==> src/hw/eivl_pkg.sv <==
// Package: register map, field positions and constants of the encoder index and vector limit block
package eivl_pkg;

	// ---------------------------------------------------------------
	// Register indices (byte address is index times four)
	// ---------------------------------------------------------------
	localparam logic [7:0] EIVL_IDX_CONFIG    = 8'h12;
	localparam logic [7:0] EIVL_IDX_ENC_POS   = 8'h11;
	localparam logic [7:0] EIVL_IDX_STATUS    = 8'h13;
	localparam logic [7:0] EIVL_IDX_LATCH     = 8'h14;
	localparam logic [7:0] EIVL_IDX_VCONST    = 8'h17;
	localparam logic [7:0] EIVL_IDX_VANGLE    = 8'h18;
	localparam logic [7:0] EIVL_IDX_VSEL      = 8'h19;
	localparam logic [7:0] EIVL_IDX_COMPARE   = 8'h1a;
	localparam logic [7:0] EIVL_IDX_IRQ_STAT  = 8'h1b;
	localparam logic [7:0] EIVL_IDX_IRQ_MASK  = 8'h1c;
	localparam logic [7:0] EIVL_IDX_TABLE_POS = 8'h1d;

	// ---------------------------------------------------------------
	// Configuration and vector select field positions
	// ---------------------------------------------------------------
	localparam int EIVL_B_LEVEL_A     = 0;
	localparam int EIVL_B_LEVEL_B     = 1;
	localparam int EIVL_B_INDEX_POL   = 2;
	localparam int EIVL_B_SKIP_QUAL   = 3;
	localparam int EIVL_B_CLR_CONT    = 4;
	localparam int EIVL_B_CLR_ONCE    = 5;
	localparam int EIVL_B_RISE        = 6;
	localparam int EIVL_B_FALL        = 7;
	localparam int EIVL_B_CLR_POS     = 8;
	localparam int EIVL_B_CMP_ENC     = 12;
	localparam int EIVL_B_DECIMAL     = 13;
	localparam int EIVL_B_LOAD_LO     = 8;

	// ---------------------------------------------------------------
	// Widths, reset values and scaling
	// ---------------------------------------------------------------
	localparam int EIVL_CFG_W   = 14;
	localparam int EIVL_VCONST_W = 12;
	localparam int EIVL_VSEL_W  = 10;
	localparam int EIVL_TAB_W   = 13;
	localparam logic [13:0] EIVL_CFG_RST    = 14'h0000;
	localparam logic [11:0] EIVL_VCONST_RST = 12'h000;
	localparam logic [9:0]  EIVL_VSEL_RST   = 10'h000;
	localparam logic [31:0] EIVL_DIV_BIN    = 32'h0001_0000;
	localparam logic [31:0] EIVL_DIV_DEC    = 32'h0000_2710;
	localparam logic [7:0]  EIVL_LOAD_BASE  = 8'h40;
	localparam logic [7:0]  EIVL_LOAD_STEP  = 8'h08;
	localparam logic [1:0]  EIVL_IRQ_INDEX  = 2'h1;
	localparam logic [1:0]  EIVL_IRQ_CMP    = 2'h2;

	typedef enum logic [2:0] {
		EIVL_ARM_IDLE = 3'b001,
		EIVL_ARM_WAIT = 3'b010,
		EIVL_ARM_CONT = 3'b100
	} eivl_arm_e;

endpackage : eivl_pkg

==> src/hw/eivl_core.sv <==
// Module: encoder index handling, position compare and vector load limit
//
// Contract
// - Index qualifies only when A and B match configured levels or skip is set.
// - Index input active level follows the index polarity setting.
// - Skip channel qualify setting ignores A and B levels.
// - Continuous clearing performs the index action on every index.
// - One-shot clearing acts only on the next qualified index.
// - Rising trigger detects entry into active level, disables level mode.
// - Falling trigger detects exit from active level, disables level mode.
// - Index copies position to latch; optionally clears position.
// - Compare source selects ramp position or encoder position.
// - Encoder constant fraction divides by 65536 or 10000.
// - Vector constant is signed 6.6; zero turns vector control off.
// - Electrical angle is readable, writable, in 1/256 periods.
// - Codes 00 and 01 take table bits 12:5 and 11:4.
// - Codes 10 and 11 take table bits 9:2 and 7:0.
// - Load limit is 64, 72, 80 or 88 of 256 per code.
// - Index status flag sets on event, clears on read.
// - Read-only latch holds position from the latest index.
//
// The implementer's own choice: the plain strobed port.
`timescale 1ns/100ps
module eivl_core
	import eivl_pkg::*;
(
	// Clock and reset
	input  wire logic        clk_i,
	input  wire logic        arst_n_i,
	// Encoder pins
	input  wire logic        enc_a_i,
	input  wire logic        enc_b_i,
	input  wire logic        enc_n_i,
	// Motion inputs from same clock domain
	input  wire logic [31:0] ramp_pos_i,
	input  wire logic [31:0] enc_pos_i,
	input  wire logic [12:0] table_pos_i,
	input  wire logic        enc_tick_i,
	input  wire logic        enc_dir_i,
	// Register port
	input  wire logic [7:0]  reg_addr_i,
	input  wire logic [31:0] reg_wdata_i,
	input  wire logic        reg_wr_i,
	input  wire logic        reg_rd_i,
	output logic      [31:0] reg_rdata_o,
	// Outputs
	output logic      [31:0] enc_pos_o,
	output logic             enc_pos_clr_o,
	output logic      [31:0] enc_divisor_o,
	output logic             position_pulse_output_o,
	output logic      [12:0] table_pos_o,
	output logic             table_pos_ld_o,
	output logic             irq_o
);

	// ---------------------------------------------------------------
	// State
	// ---------------------------------------------------------------
	typedef struct packed {
		logic [2:0]  a_sync;
		logic [2:0]  b_sync;
		logic [2:0]  n_sync;
		logic        a_st;
		logic        b_st;
		logic        n_st;
		logic        act_prev;
		eivl_arm_e   arm;
		logic [13:0] cfg;
		logic [31:0] div;
		logic [11:0] vconst;
		logic [9:0]  vsel;
		logic [7:0]  vangle;
		logic [11:0] vfrac;
		logic [31:0] cmp;
		logic [31:0] latch;
		logic [31:0] pos;
		logic        pos_clr;
		logic        index_flag;
		logic [1:0]  irq_stat;
		logic [1:0]  irq_mask;
		logic [31:0] rdata;
		logic        pulse;
		logic [12:0] tab;
		logic        tab_ld;
		logic        irq;
	} eivl_state_s;

	eivl_state_s s_q;
	eivl_state_s s_d;

	// Picks the electrical angle field for a resolution code
	function automatic logic [7:0] eivl_angle(input logic [12:0] p,
	                                          input logic [1:0] code);
		case (code)
			2'h0:    eivl_angle = p[12:5];
			2'h1:    eivl_angle = p[11:4];
			2'h2:    eivl_angle = p[9:2];
			default: eivl_angle = p[7:0];
		endcase
	endfunction : eivl_angle

	// Signed angle difference wrapped into one electrical period
	function automatic logic signed [7:0] eivl_diff(input logic [7:0] a,
	                                                input logic [7:0] b);
		eivl_diff = $signed(a - b);
	endfunction : eivl_diff

	logic        active;
	logic        qual;
	logic        edge_mode;
	logic        detect;
	logic        event_hit;
	logic        wr_hit;
	logic        rd_hit;
	logic [7:0]  limit;
	logic [7:0]  tab_ang;
	logic signed [7:0] lead;
	logic [7:0]  ang_new;
	logic [12:0] frac_sum;
	logic [7:0]  fix_ang;

	always_comb begin
		s_d = s_q;
		wr_hit = reg_wr_i;
		rd_hit = reg_rd_i;

		// ---------------------------------------------------------------
		// Pin synchronisers; change counts once stages two and three agree
		// ---------------------------------------------------------------
		s_d.a_sync = {s_q.a_sync[1:0], enc_a_i};
		s_d.b_sync = {s_q.b_sync[1:0], enc_b_i};
		s_d.n_sync = {s_q.n_sync[1:0], enc_n_i};
		if (s_q.a_sync[1] == s_q.a_sync[2]) begin
			s_d.a_st = s_q.a_sync[2];
		end
		if (s_q.b_sync[1] == s_q.b_sync[2]) begin
			s_d.b_st = s_q.b_sync[2];
		end
		if (s_q.n_sync[1] == s_q.n_sync[2]) begin
			s_d.n_st = s_q.n_sync[2];
		end

		// ---------------------------------------------------------------
		// Index qualification and detection
		// ---------------------------------------------------------------
		active = (s_q.n_st == s_q.cfg[EIVL_B_INDEX_POL]);
		qual = active &&
		       (s_q.cfg[EIVL_B_SKIP_QUAL] ||
		        ((s_q.a_st == s_q.cfg[EIVL_B_LEVEL_A]) &&
		         (s_q.b_st == s_q.cfg[EIVL_B_LEVEL_B])));
		s_d.act_prev = qual;
		edge_mode = s_q.cfg[EIVL_B_RISE] || s_q.cfg[EIVL_B_FALL];
		if (edge_mode) begin
			detect = (s_q.cfg[EIVL_B_RISE] && qual && !s_q.act_prev) ||
			         (s_q.cfg[EIVL_B_FALL] && !qual && s_q.act_prev);
		end else begin
			detect = qual;
		end

		// Level mode in one-shot fires once; continuous fires every cycle
		event_hit = 1'b0;
		case (s_q.arm)
			EIVL_ARM_IDLE: begin
				if (s_q.cfg[EIVL_B_CLR_CONT]) begin
					s_d.arm = EIVL_ARM_CONT;
				end else if (s_q.cfg[EIVL_B_CLR_ONCE]) begin
					s_d.arm = EIVL_ARM_WAIT;
				end
			end
			EIVL_ARM_WAIT: begin
				if (detect) begin
					event_hit = 1'b1;
					s_d.arm = EIVL_ARM_IDLE;
					s_d.cfg[EIVL_B_CLR_ONCE] = 1'b0;
				end
			end
			EIVL_ARM_CONT: begin
				event_hit = detect;
				if (!s_q.cfg[EIVL_B_CLR_CONT]) begin
					s_d.arm = EIVL_ARM_IDLE;
				end
			end
			default: s_d.arm = EIVL_ARM_IDLE;
		endcase

		// ---------------------------------------------------------------
		// Encoder count, latch and clear
		// ---------------------------------------------------------------
		s_d.pos = enc_pos_i;
		s_d.pos_clr = 1'b0;
		if (event_hit) begin
			s_d.latch = enc_pos_i;
			if (s_q.cfg[EIVL_B_CLR_POS]) begin
				s_d.pos = 32'h0000_0000;
				s_d.pos_clr = 1'b1;
			end
		end

		// ---------------------------------------------------------------
		// Comparator
		// ---------------------------------------------------------------
		s_d.pulse = s_q.cfg[EIVL_B_CMP_ENC] ? (enc_pos_i == s_q.cmp)
		                                    : (ramp_pos_i == s_q.cmp);

		// ---------------------------------------------------------------
		// Vector angle: accumulate signed 6.6 constant per encoder tick
		// ---------------------------------------------------------------
		frac_sum = 13'h0000;
		if (enc_tick_i && (s_q.vconst != EIVL_VCONST_RST)) begin
			frac_sum = {1'b0, s_q.vfrac} + {1'b0, s_q.vconst};
			if (enc_dir_i) begin
				frac_sum = {1'b0, s_q.vfrac} - {1'b0, s_q.vconst};
			end
			s_d.vfrac = {6'h00, frac_sum[5:0]};
			// Integer part is sign extended bits 11:6 of the sum, carry included
			s_d.vangle = s_q.vangle + {{2{frac_sum[11]}}, frac_sum[11:6]};
		end

		// Load limit clamp
		limit = EIVL_LOAD_BASE + (EIVL_LOAD_STEP *
		        {6'h00, s_q.vsel[EIVL_B_LOAD_LO+1:EIVL_B_LOAD_LO]});
		tab_ang = eivl_angle(table_pos_i, s_q.vsel[1:0]);
		lead = eivl_diff(tab_ang, s_q.vangle);
		fix_ang = tab_ang;
		s_d.tab_ld = 1'b0;
		if (s_q.vconst != EIVL_VCONST_RST) begin
			if (lead > $signed(limit)) begin
				fix_ang = s_q.vangle + limit;
				s_d.tab_ld = 1'b1;
			end else if (lead < -$signed(limit)) begin
				fix_ang = s_q.vangle - limit;
				s_d.tab_ld = 1'b1;
			end
		end
		ang_new = fix_ang;
		s_d.tab = table_pos_i;
		case (s_q.vsel[1:0])
			2'h0:    s_d.tab[12:5] = ang_new;
			2'h1:    s_d.tab[11:4] = ang_new;
			2'h2:    s_d.tab[9:2] = ang_new;
			default: s_d.tab[7:0] = ang_new;
		endcase

		// ---------------------------------------------------------------
		// Register writes
		// ---------------------------------------------------------------
		if (wr_hit) begin
			case (reg_addr_i)
				EIVL_IDX_CONFIG: s_d.cfg = reg_wdata_i[EIVL_CFG_W-1:0];
				EIVL_IDX_VCONST: s_d.vconst = reg_wdata_i[EIVL_VCONST_W-1:0];
				EIVL_IDX_VANGLE: s_d.vangle = reg_wdata_i[7:0];
				EIVL_IDX_VSEL:   s_d.vsel = reg_wdata_i[EIVL_VSEL_W-1:0];
				EIVL_IDX_COMPARE: s_d.cmp = reg_wdata_i;
				EIVL_IDX_IRQ_MASK: s_d.irq_mask = reg_wdata_i[1:0];
				EIVL_IDX_IRQ_STAT:
					s_d.irq_stat = s_q.irq_stat & ~reg_wdata_i[1:0];
				default: ;
			endcase
		end
		// Follows the new setting so the divisor never lags the config
		s_d.div = s_d.cfg[EIVL_B_DECIMAL] ? EIVL_DIV_DEC
		                                  : EIVL_DIV_BIN;

		// ---------------------------------------------------------------
		// Register reads, data one cycle later
		// ---------------------------------------------------------------
		s_d.rdata = 32'h0000_0000;
		if (rd_hit) begin
			case (reg_addr_i)
				EIVL_IDX_ENC_POS:  s_d.rdata = s_q.pos;
				EIVL_IDX_STATUS: begin
					s_d.rdata = {31'h0, s_q.index_flag};
					s_d.index_flag = 1'b0;
				end
				EIVL_IDX_LATCH:    s_d.rdata = s_q.latch;
				EIVL_IDX_VANGLE:   s_d.rdata = {24'h0, s_q.vangle};
				EIVL_IDX_COMPARE:  s_d.rdata = s_q.cmp;
				EIVL_IDX_IRQ_STAT: s_d.rdata = {30'h0, s_q.irq_stat};
				EIVL_IDX_IRQ_MASK: s_d.rdata = {30'h0, s_q.irq_mask};
				EIVL_IDX_TABLE_POS: s_d.rdata = {19'h0, s_q.tab};
				default:           s_d.rdata = 32'h0000_0000;
			endcase
		end

		// Hardware set wins over software clear
		if (event_hit) begin
			s_d.index_flag = 1'b1;
			s_d.irq_stat = s_d.irq_stat | EIVL_IRQ_INDEX;
		end
		if (s_d.pulse && !s_q.pulse) begin
			s_d.irq_stat = s_d.irq_stat | EIVL_IRQ_CMP;
		end
		s_d.irq = |(s_d.irq_stat & s_d.irq_mask);
	end

	always_ff @(posedge clk_i or negedge arst_n_i) begin
		if (!arst_n_i) begin
			s_q <= '{arm: EIVL_ARM_IDLE, cfg: EIVL_CFG_RST, div: EIVL_DIV_BIN,
			         vconst: EIVL_VCONST_RST, vsel: EIVL_VSEL_RST,
			         default: '0};
		end else begin
			s_q <= s_d;
		end
	end

	// ---------------------------------------------------------------
	// Outputs
	// ---------------------------------------------------------------
	assign reg_rdata_o             = s_q.rdata;
	assign enc_pos_o               = s_q.pos;
	assign enc_pos_clr_o           = s_q.pos_clr;
	// Fractional divisor seen by the encoder accumulator
	assign enc_divisor_o           = s_q.div;
	assign position_pulse_output_o = s_q.pulse;
	assign table_pos_o             = s_q.tab;
	assign table_pos_ld_o          = s_q.tab_ld;
	assign irq_o                   = s_q.irq;

	// ---------------------------------------------------------------
	// Checks
	// ---------------------------------------------------------------
	property p_latch;
		@(posedge clk_i) disable iff (!arst_n_i)
		event_hit |=> (s_q.latch == $past(enc_pos_i));
	endproperty
	a_latch: assert property (p_latch) else $error("latch miss");

	property p_clear;
		@(posedge clk_i) disable iff (!arst_n_i)
		(event_hit && s_q.cfg[EIVL_B_CLR_POS]) |=> enc_pos_clr_o;
	endproperty
	a_clear: assert property (p_clear) else $error("no clear");

	property p_flag;
		@(posedge clk_i) disable iff (!arst_n_i)
		event_hit |=> s_q.index_flag;
	endproperty
	a_flag: assert property (p_flag) else $error("flag lost");

	property p_qual;
		@(posedge clk_i) disable iff (!arst_n_i)
		(qual && !s_q.cfg[EIVL_B_SKIP_QUAL]) |->
		(s_q.a_st == s_q.cfg[EIVL_B_LEVEL_A]);
	endproperty
	a_qual: assert property (p_qual) else $error("bad qualify");

	property p_once;
		@(posedge clk_i) disable iff (!arst_n_i)
		(s_q.arm == EIVL_ARM_WAIT && event_hit) |=> (s_q.arm == EIVL_ARM_IDLE);
	endproperty
	a_once: assert property (p_once) else $error("one-shot repeat");

	property p_cmp;
		@(posedge clk_i) disable iff (!arst_n_i)
		(s_q.cfg[EIVL_B_CMP_ENC] && enc_pos_i == s_q.cmp) |=>
		position_pulse_output_o;
	endproperty
	a_cmp: assert property (p_cmp) else $error("compare miss");

	property p_div;
		@(posedge clk_i) disable iff (!arst_n_i)
		s_q.cfg[EIVL_B_DECIMAL] |-> (enc_divisor_o == EIVL_DIV_DEC);
	endproperty
	a_div: assert property (p_div) else $error("divisor wrong");

	property p_off;
		@(posedge clk_i) disable iff (!arst_n_i)
		(s_q.vconst == EIVL_VCONST_RST) |=> !table_pos_ld_o;
	endproperty
	a_off: assert property (p_off) else $error("vector on at zero");

	property p_irq;
		@(posedge clk_i) disable iff (!arst_n_i)
		irq_o == |(s_q.irq_stat & s_q.irq_mask);
	endproperty
	a_irq: assert property (p_irq) else $error("irq mismatch");

endmodule : eivl_core

==> config.mk <==
export PLATFORM = sky130hd
export DESIGN_NAME = eivl_core
export DESIGN_NICKNAME = d
export VERILOG_FILES = /design/src/hw/eivl_pkg.sv /design/src/hw/eivl_core.sv
export SDC_FILE = /design/constraint.sdc
export NUM_CORES = 1
export LEC_CHECK = 0
export ABC_AREA = 1
export BUFFER_PORTS_ARGS = -buffer_cell sky130_fd_sc_hd__buf_2
export CORE_ASPECT_RATIO = 2
export CORE_MARGIN = 5
export CORE_UTILIZATION = 50
export CTS_CLUSTER_SIZE = 28
export DETAILED_ROUTE_END_ITERATION = 8
export PLACE_DENSITY = 0.74
export SLEW_MARGIN = 25
export SYNTH_ARGS = -nofsm -noshare
export SYNTH_HDL_FRONTEND = slang
export SYNTH_SLANG_ARGS = --single-unit
==> constraint.sdc <==
create_clock -name clk_i -period 5.55 [get_ports clk_i]
set_clock_uncertainty 0.2 [all_clocks]
set_input_delay 0 -clock clk_i [delete_from_list [all_inputs] [get_ports clk_i]]
set_output_delay 0 -clock clk_i [all_outputs]
set_load 0.02 [all_outputs]
==> results of run 1 <==
==> per-stage QoR <==
stage / area (um^2) / setup slack, ns / util / total power (uW) / instances
2_1_floorplan: 12010 / 1.776 / - / 3509 / 1491
3_3_place_gp: 12450 / 1.186 / 0.5247 / 3913 / 1836
3_5_place_dp: 12450 / 1.052 / 0.5247 / 3984 / 1836
4_1_cts: 14180 / 0.4738 / 0.5979 / 5472 / 1979
5_1_grt: 14230 / 0.05344 / 0.5999 / 5851 / 1984
6_report: 14230 / 0.3752 / 0.5999 / 5481 / 1984
==> layer usage <==
metal	share of wire	wire length (um)	track usage
met3	0.049	1734	0.02798
met2	0.54	19120	0.4806
met1	0.34	12250	0.2621
met4	0.070	2500	0.1712
met5	0.00037	13	0
==> final timing paths <==
check / end / cells past startpoint / slack (ns) / startpoint
max: table_pos_o[0]$_DFF_PN0_ / 21 / 0.38 / s_q[171]$_DFFE_PN0P_
min: table_pos_o[5]$_DFF_PN0_ / 7 / 0.06 / table_pos_i[7]
max reg2reg: table_pos_o[0]$_DFF_PN0_ / 21 / 0.38 / s_q[171]$_DFFE_PN0P_
min reg2reg: s_d[247]$_DFF_PN0_ / 0 / 0.15 / s_d[246]$_DFF_PN0_
max in group asynchronous: s_q[97]$_DFFE_PN0P_ / 5 / 3.62 / arst_n_i
min in group asynchronous: s_q[180]$_DFFE_PN0P_ / 3 / 0.29 / arst_n_i
==> tightest hold or removal path: stages <==
cell,delay (ns)
buf_2,0.08
inv_1,0.09
o221ai_1,0.21
a21oi_1,0.08
nand2_2,0.11
nand3_1,0.07
nand4_1,0.08
==> cell usage after synthesis (all sizes together), types with 18 or more instances <==
| cell type | n |
|---|---|
| dfrtp | 206 |
| nand2 | 359 |
| ha | 30 |
| inv | 184 |
| nand3 | 78 |
| a21oi | 31 |
| clkbuf | 25 |
| buf | 134 |
| o21ai | 159 |
| nand4 | 18 |
| xor2 | 22 |
| xnor2 | 38 |
| nor2 | 94 |
==> what timing repair did <==
action / in CTS / in global routing
gates resized for setup: 0 / 0
hold buffers: 107 / 1
endpoints found under the hold margin: 308 / 34
setup buffers: 0 / 0
==> layout make-up <==
type / instances / area, um^2 / share of cell area
diodes: 3 / 7.507 / 0.0005275
clock buffers: 25 / 570.5 / 0.04009
clock inverters: 11 / 96.34 / 0.006770
inverters: 185 / 699.4 / 0.04915
multi-input cells: 939 / 5060 / 0.3555
flip-flops and latches: 208 / 5209 / 0.3660
well taps: 287 / 359.1 / 0.02523
repair buffers: 326 / 2230 / 0.1567
==> flip-flops by register name, indices dropped and copies added, names as in the netlist <==
register and cells:
enc_divisor_o 2, enc_pos_clr_o 1, enc_pos_o 32, irq_o 1, position_pulse_output_o 1, reg_rdata_o 32, s_d 6, s_q 119
table_pos_ld_o 1, table_pos_o 13
==> power breakdown <==
group	leakage, uW	switching (uW)	internal (uW)
clock	0.000329	614	785
combinational	0.00446	1270	821
sequential	0.00260	221	1770
==> logic make-up (layout without fill, tap and decap cells) <==
logic type	count (synthesis)	after routing	synth area share
AND/OR/NAND/NOR	568	568	0.2038
buffers and inverters	344	547	0.1483
AO/OA/AOI/OAI	231	231	0.1090
other	1	29	0.0003147
multiplexers	16	16	0.01512
flip-flops	208	208	0.4370
adder cells (fa/ha/maj)	38	38	0.04242
XOR/XNOR	60	60	0.04410
==> results.yml, run 1 <==
outcome:
  status: "completed"
grt:
  grt.total_usage: 0.2566
  grt_pass1_vias: 10550
  grt_max_degree: 125
  grt_pass1_wl_um: 55160
  overflow: 0
  antenna_found_initial: 4
placed_design:
  port_buffers: 212
  place.gp.congestion: 1.022
  dpl.hpwl_um: 25660
power:
  leakage_uw: 0.007386
  peakVddDrop_mv: 0.1850
  powerDensity_nw_per_um2: 385.1
route:
  drtIter0Drc: 753
  wirelength_um: 35620
  ant_nets: 0
  wl_per_cell_um: 17.95
  drcViolationCount: 0
  viasPerCell: 5.276
  drt_first_pass_iters: 5
  vias: 10470
floorplan:
  die_h_um: 228.3
  core_area_um2: 23720
  die-area_um2: 27210
  row_count: 80
  io_pins: 239
  die_w_um: 119.2
  start_util: 0.5023
cts:
  clk_latency_ns: 0.51
  cts_root_buf: "clkbuf_16"
  cts_max_path_buffers: 3
  tritoncts: "built"
  numClockSinks: 208
  clk_pin_slew_ns: 0.07
  cts_buffers: 20
  htree_levels: 1
sta:
  hold_slack_ns: 0.05696
  setup_viol: 0
  rsz0062_at_grt: "false"
  period_share: 0.9324
  slew_headroom: 0.3304
  slew_viol_final: 0
  period_needed_ns: 5.175
  fmax_ghz: 0.1932
  max_slew.worst_pin.slew_ns: 1.001
  tns_ns: 0
  hold_viol_final: 0
run:
  cap_violations: 0
worst_setup_path:
  cp_top_family: "simple AND/OR/NAND/NOR gates"
  worstPathCellList: "nor2_1, inv_1, o221ai_1, o21ai_0, fa_1, inv_1, a31oi_1, xor2_1, inv_1, ha_1, a21oi_1, or2_2, nand3_1, nand2_1, nand3_2, nand2_4, nand2_8, nand2_2, nand2_1, o21ai_1, dlygate4sd3_1"
  critPathCaptureType: "register"
  crit_top_cell: "inv_1"
  cp.arrival_ns: 5.41
  worst_path_max_delay_cell: "nor2_1"
  critPathMaxStageDelay_ns: 0.67
  cp-start-kind: "register"
  worst_ep_required_time_ns: 5.79
  crit_fanout: 11
  path_buf_inv: 4
  path_class: "reg2reg"
synth:
  synthTopCellsByArea: "dfrtp_1, nand2_1, buf_4"
  synthDistinctLibCells: 53
  yosysTopAreaCellShare: 0.4326
  yosys.area.top_type: "dfrtp_1"
  synth_enable_flop_cells: 0
  seq_area_frac_synth: 0.4370
  synthCells: 1466
  synth_warnings: 0
  synth-seq-cells: 208
  synthesis.area_um2: 11920
  synth-main-ff-cell: "dfrtp_1"
  synthArstFlopShare: 1.000
  syn_area_per_cell_um2: 8.129
final_layout:
  area_growth_pct: 19.42
  drive_gt1_frac: 0.1830
  layout_common_cells: "nand2_1, buf_2, dfrtp_1"
  fillers: 2096
  nNetsFinal: 1841
  layout_commonest_cell: "nand2_1"
min_path:
  hold_path_class: "in2reg"
Power figures use the tool's default switching activity.
==> run 2, diff against run 1 <==
clock period = 4.8 ns   (was 5.55 ns; I/O delays follow)
==> run 2 against run 1 <==
Against the previous run:
- register-to-register slack worse by 0.07 ns
- first-iteration DRC count is 5.4% higher
- final cell count up 0.10%
- via count decreased by 0.36%
- largest power group unchanged
- count of clock-buffer cells in the layout rose by 2
- maximum frequency is 15% higher
- design area rose by 0.35%
- total power rose by 15%
- combinational power is 20% higher
==> results.yml, run 2 (synthesized netlist as in run 1, its figures left out) <==
outcome:
  status: "completed"
final_layout:
  multi_input_area_um2: 5119
  layout_commonest_cell: "nand2_1"
  largest_reg_flops: 119
  diodes: 0
  final_area_um2: 14280
  drive_gt1_frac: 0.1901
  finalNonFillerCells: 1986
  nNetsFinal: 1849
  area_growth_pct: 19.84
  final_util: 0.6020
  seqCellArea_um2: 5211
  fillers: 2066
  top_register: "s_q"
  layout_common_cells: "nand2_1, buf_2, dfrtp_1"
route:
  drt_first_pass_iters: 5
  met3_length_um: 1514
  met2_length_um: 19750
  top_layer: "met4"
  viasPerCell: 5.251
  wl_per_cell_um: 18.34
  vias: 10430
  drtIter0Drc: 794
  drcViolationCount: 0
  ant_nets: 0
  wirelength_um: 36420
  met1Wirelength_um: 12350
power:
  powerDensity_nw_per_um2: 441.6
  peakVddDrop_mv: 0.3592
  leakage_uw: 0.007390
  power_uw: 6307
floorplan:
  io_pins: 239
  die_w_um: 119.2
  start_util: 0.5023
  die_h_um: 228.3
  die-area_um2: 27210
  row_count: 80
  core_area_um2: 23720
cts:
  clk_latency_ns: 0.51
  clk_pin_slew_ns: 0.07
  cts_buffers: 19
  numClockSinks: 208
  cts_root_buf: "clkbuf_16"
  htree_levels: 1
  tritoncts: "built"
  cts_max_path_buffers: 3
placed_design:
  place_area_um2: 12480
  placed_cells: 1841
  dpl.hpwl_um: 26680
  port_buffers: 212
  place.gp.congestion: 0.9509
worst_setup_path:
  reg2reg_depth: 27
  critPathCaptureType: "register"
  cp.arrival_ns: 4.68
  cp-start-kind: "register"
  crit_fanout: 4
  worst_ep_required_time_ns: 4.99
  path_class: "reg2reg"
grt:
  grt_max_degree: 121
  grt_pass1_wl_um: 57220
  overflow: 0
  grt.total_usage: 0.2668
  grt_pass1_vias: 10950
  antenna_found_initial: 0
sta:
  slew_viol_final: 0
  setup_viol: 0
  fmax_ghz: 0.2227
  period_share: 0.9354
  tns_ns: 0
  hold_viol_final: 0
  slew_headroom: 0.3107
  max_slew.worst_pin.slew_ns: 1.030
  period_needed_ns: 4.490
run:
  cap_violations: 0
min_path:
  min_path_cells: 8
  hold_path_class: "in2reg"
[run 2: changes by cell type in the layout (fill, tap and decap cells not counted), moves of 3 or more]
| cell | before | now |
|---|---|---|
| clkbuf_1 | 1 | 6 |
| diode_2 | 3 | 0 |
| buf_4 | 4 | 12 |
| o21ai_0 | 147 | 142 |
| a21oi_1 | 31 | 28 |
| clkinv_2 | 5 | 2 |
| o21ai_1 | 9 | 14 |
| nor2_1 | 87 | 84 |
[run 2: layout make-up]
class,count,area share
Clock buffer,27,0.03680
Clock inverter,5,0.003943
Inverter,185,0.04897
Multi-Input combinational cell,939,0.3584
Sequential cell,208,0.3649
Tap cell,287,0.02514
Timing Repair Buffer,335,0.1618
[run 2: through the flow]
stage               setup slack (ns)  hold WS [ns]
floorplan                      1.026       -0.4956
global placement              0.6569      -0.09148
global route                -0.02791       0.07228
detailed placement            0.5993      -0.08775
finish                        0.3100       0.04429
CTS                          0.05479      0.007410
[run 2: metal layers]
layer | vias up | GRT usage
li1 | 4997 | -
met1 | 4887 | 0.2679
met2 | 387 | 0.5047
met3 | 158 | 0.02724
met4 | 0 | 0.1806
met5 | - | 0
[run 2: repair_timing]
item                                   in CTS  in global routing
hold buffers                              106                  1
resized for setup                           0                 21
setup endpoints to repair                   0                  5
endpoints found under the hold margin     304                 55
buffers inserted                            0                  5
[run 2: final timing paths]
kind	start	to	slack (ns)
max	s_q[180]$_DFFE_PN0P_	s_q[169]$_DFF_PN0_	0.31
min	reg_addr_i[5]	reg_rdata_o[4]$_DFF_PN0_	0.04
max reg2reg	s_q[180]$_DFFE_PN0P_	s_q[169]$_DFF_PN0_	0.31
min reg2reg	s_d[246]$_DFF_PN0_	s_d[247]$_DFF_PN0_	0.15
max in group asynchronous	arst_n_i	reg_rdata_o[2]$_DFF_PN0_	2.91
min in group asynchronous	arst_n_i	s_d[246]$_DFF_PN0_	0.31
[run 2: where the power goes]
part / internal (uW) / leakage (uW) / switching [uW] / total (uW)
Clock: 819 / 0.000282 / 666 / 1480
Sequential: 2040 / 0.00259 / 265 / 2310
Combinational: 998 / 0.00452 / 1520 / 2510
Total: 3860 / 0.00739 / 2450 / 6310
[run 2: critical path, stage by stage, from the launching register on]
cell	delay, ns
dfrtp_1	0.37
inv_1	0.07
ha_1	0.22
nand2_1	0.12
nor2_4	0.05
nor2_2	0.13
xor2_1	0.16
inv_1	0.08
ha_4	0.28
nand2_1	0.06
nor2_1	0.09
nand2_1	0.05
nand3_1	0.09
nand2_1	0.12
a21oi_4	0.21
nand3_1	0.12
nand2_1	0.11
nand2_1	0.09
ha_1	0.33
a21oi_1	0.17
o21a_1	0.13
nand2_1	0.06
nand3b_1	0.21
nand3_1	0.10
nand2_1	0.05
nand2_1	0.06
a21oi_1	0.06
dlygate4sd3_1	0.56
==> run 3, diff against run 2 <==
==> constraint.sdc (replaced) <==
create_clock -name clk_i -period 4.8 [get_ports clk_i]
set_clock_uncertainty 0.2 [all_clocks]
set_input_delay 0.48 -clock clk_i [delete_from_list [all_inputs] [get_ports clk_i]]
set_output_delay 0.48 -clock clk_i [all_outputs]
set_load 0.02 [all_outputs]
==> run 3 against run 2 <==
Against the previous run:
- via count fell by 3.1%
- sequential share of layout area increased by 2.8 points
- global-route usage decreased by 2.1 points
- worst setup slack improved by 0.11 ns
- die area is the same
- maximum frequency up 2.5%
- non-clock buffer count fell by 107
- register-to-register slack gained 0.11 ns
- first-iteration DRC count is 11% lower
- largest cell class unchanged
- largest power group unchanged
==> results.yml, run 3 (synthesized netlist as in run 1, its figures left out) <==
grt:
  overflow: 0
  grt_max_degree: 116
  antenna_found_initial: 4
  grt.total_usage: 0.2461
  grt_pass1_wl_um: 53030
  grt_pass1_vias: 10160
final_layout:
  largest_reg_flops: 119
  top_register: "s_q"
  layout_commonest_cell: "nand2_1"
  drive_gt1_frac: 0.1912
  final_area_um2: 13250
  fillers: 2209
  nNetsFinal: 1743
  area_growth_pct: 11.15
  seqCellArea_um2: 5209
  multi_input_area_um2: 5075
  layout_common_cells: "nand2_1, buf_2, dfrtp_1"
sta:
  setup_viol: 0
  slew_viol_final: 0
  hold_viol_final: 0
  layout_setup_ws_ns: 0.4195
  rsz0062_at_grt: "false"
  slew_headroom: 0.3826
  tns_ns: 0
  period_needed_ns: 4.380
  fmax_ghz: 0.2283
  period_share: 0.9126
  max_slew.worst_pin.slew_ns: 0.9238
worst_setup_path:
  cp.depth: 24
  crit_fanout: 11
  worstPathCellList: "inv_4, nor2_2, inv_1, o221ai_1, a21oi_1, inv_1, ha_1, nand2_1, nand2_1, a31oi_1, xor2_1, inv_1, ha_1, a21oi_1, or2_2, nand3_1, nand2_1, nand3_2, o21ai_0, nand2_1, nand2_1, inv_1, nand2_1, nand3_1"
  rr_startpoint: "s_q[171]$_DFFE_PN0P_"
  cp.arrival_ns: 4.57
  critPathMaxStageDelay_ns: 0.62
  reg2reg_depth: 24
  critPathCaptureType: "register"
  crit-reg2reg-capture: "table_pos_o[10]$_DFF_PN0_"
  path_class: "reg2reg"
  cp-start-kind: "register"
  worst_path_max_delay_cell: "dfrtp_1"
  path_buf_inv: 5
  cp_top_family: "simple AND/OR/NAND/NOR gates"
  worst_ep_required_time_ns: 4.99
  crit_top_cell: "nand2_1"
  reg2reg_slack_ns: 0.42
placed_design:
  port_buffers: 212
  place_area_um2: 12470
  dpl.hpwl_um: 25710
  place.gp.congestion: 0.9980
  dpl_worst_slack_ns: 0.3593
route:
  drtIter0Drc: 709
  wirelength_um: 33780
  viasPerCell: 5.358
  ant_nets: 0
  drt_first_pass_iters: 5
  drcViolationCount: 0
  wl_per_cell_um: 17.91
  vias: 10110
power:
  leakage_uw: 0.006981
  p_sw_uw: 2377
  clockPowerShare: 0.262
  seqPwrFrac: 0.368
  powerDensity_nw_per_um2: 470.0
  power.internal_uw: 3849
  comb_power_share: 0.370
  swShare: 0.3818
  peakVddDrop_mv: 0.2434
floorplan:
  die_h_um: 228.3
  row_count: 80
  start_util: 0.5023
  die-area_um2: 27210
  core_area_um2: 23720
  io_pins: 239
  die_w_um: 119.2
min_path:
  min_path_cells: 2
  min_from: "reg_wdata_i[24]"
  min_to: "s_q[142]$_DFFE_PN0P_"
  hold_path_class: "in2reg"
cts:
  clk_latency_ns: 0.51
  clk_pin_slew_ns: 0.07
  cts_root_buf: "clkbuf_16"
  htree_levels: 1
  cts_max_path_buffers: 3
  cts_buffers: 20
  numClockSinks: 208
  tritoncts: "built"
outcome:
  status: "completed"
run:
  cap_violations: 0
-- run 3: cell count changes in the layout (fill, tap and decap cells not counted), moves of 4 or more --
cell | before | now
buf_4 | 12 | 6
clkbuf_8 | 2 | 6
diode_2 | 0 | 4
dlygate4sd3_1 | 107 | 9
o21ai_0 | 142 | 147
o21ai_1 | 14 | 9
-- run 3: cell type report --
class | instances | share of cell area
Timing Repair Buffer | 228 | 0.09248
Inverter | 185 | 0.05281
Antenna cell | 4 | 0.0007557
Multi-Input combinational cell | 939 | 0.3831
Clock buffer | 31 | 0.04629
Clock inverter | 4 | 0.004156
Tap cell | 287 | 0.02711
Sequential cell | 208 | 0.3933
-- run 3: what timing repair did --
item	4_1_cts	5_1_grt
hold endpoints to repair	100	0
buffers inserted	0	0
endpoints found under the setup margin	0	4
gates resized for setup	0	1
hold buffers	9	0
-- run 3: worst max-delay path by stage --
stage | end | from
3_3_place_gp | table_pos_o[11]$_DFF_PN0_ | s_q[171]$_DFFE_PN0P_
5_1_grt | s_q[168]$_DFF_PN0_ | s_q[180]$_DFFE_PN0P_
6_report | table_pos_o[10]$_DFF_PN0_ | s_q[171]$_DFFE_PN0P_
4_1_cts | table_pos_o[10]$_DFF_PN0_ | s_q[171]$_DFFE_PN0P_
3_5_place_dp | table_pos_o[10]$_DFF_PN0_ | s_q[171]$_DFFE_PN0P_
2_1_floorplan | s_q[168]$_DFF_PN0_ | s_q[180]$_DFFE_PN0P_
-- run 3: power groups by stage --
stage / registers [uW] / logic, uW / clock network (uW)
after global routing: 2320 / 2600 / 1720
after global placement: 2310 / 2230 / 0
after CTS: 2290 / 2300 / 1660
final: 2290 / 2300 / 1630
after floorplan: 2210 / 1840 / 0
after detailed placement: 2320 / 2280 / 0
-- run 3: stage by stage --
stage / util / cells / total power (uW) / hold slack [ns]
2_1_floorplan: - / 1491 / 4057 / -0.01559
3_5_place_dp: 0.5255 / 1838 / 4597 / 0.1434
6_report: 0.5583 / 1886 / 6225 / 0.01293
3_3_place_gp: 0.5253 / 1838 / 4533 / 0.1362
5_1_grt: 0.5582 / 1885 / 6645 / 0.008918
4_1_cts: 0.5575 / 1882 / 6247 / 0.0007734
-- run 3: worst reg2reg max path: stages, from the launching register on --
cell and delay, ns:
dfrtp_1 0.62, inv_4 0.09, nor2_2 0.32, inv_1 0.21, o221ai_1 0.19, a21oi_1 0.11, inv_1 0.08, ha_1 0.28
nand2_1 0.09, nand2_1 0.07, a31oi_1 0.21, xor2_1 0.19, inv_1 0.08, ha_1 0.30, a21oi_1 0.18, or2_2 0.14
nand3_1 0.07, nand2_1 0.10, nand3_2 0.13, o21ai_0 0.17, nand2_1 0.14, nand2_1 0.10, inv_1 0.06, nand2_1 0.06
nand3_1 0.08
-- run 3: routing by layer --
layer	part of all wire	vias up	track usage
met5	0	-	0
met4	0.065	0	0.1552
met3	0.047	121	0.02922
met2	0.55	367	0.4654
met1	0.34	4833	0.2497
li1	-	4784	-
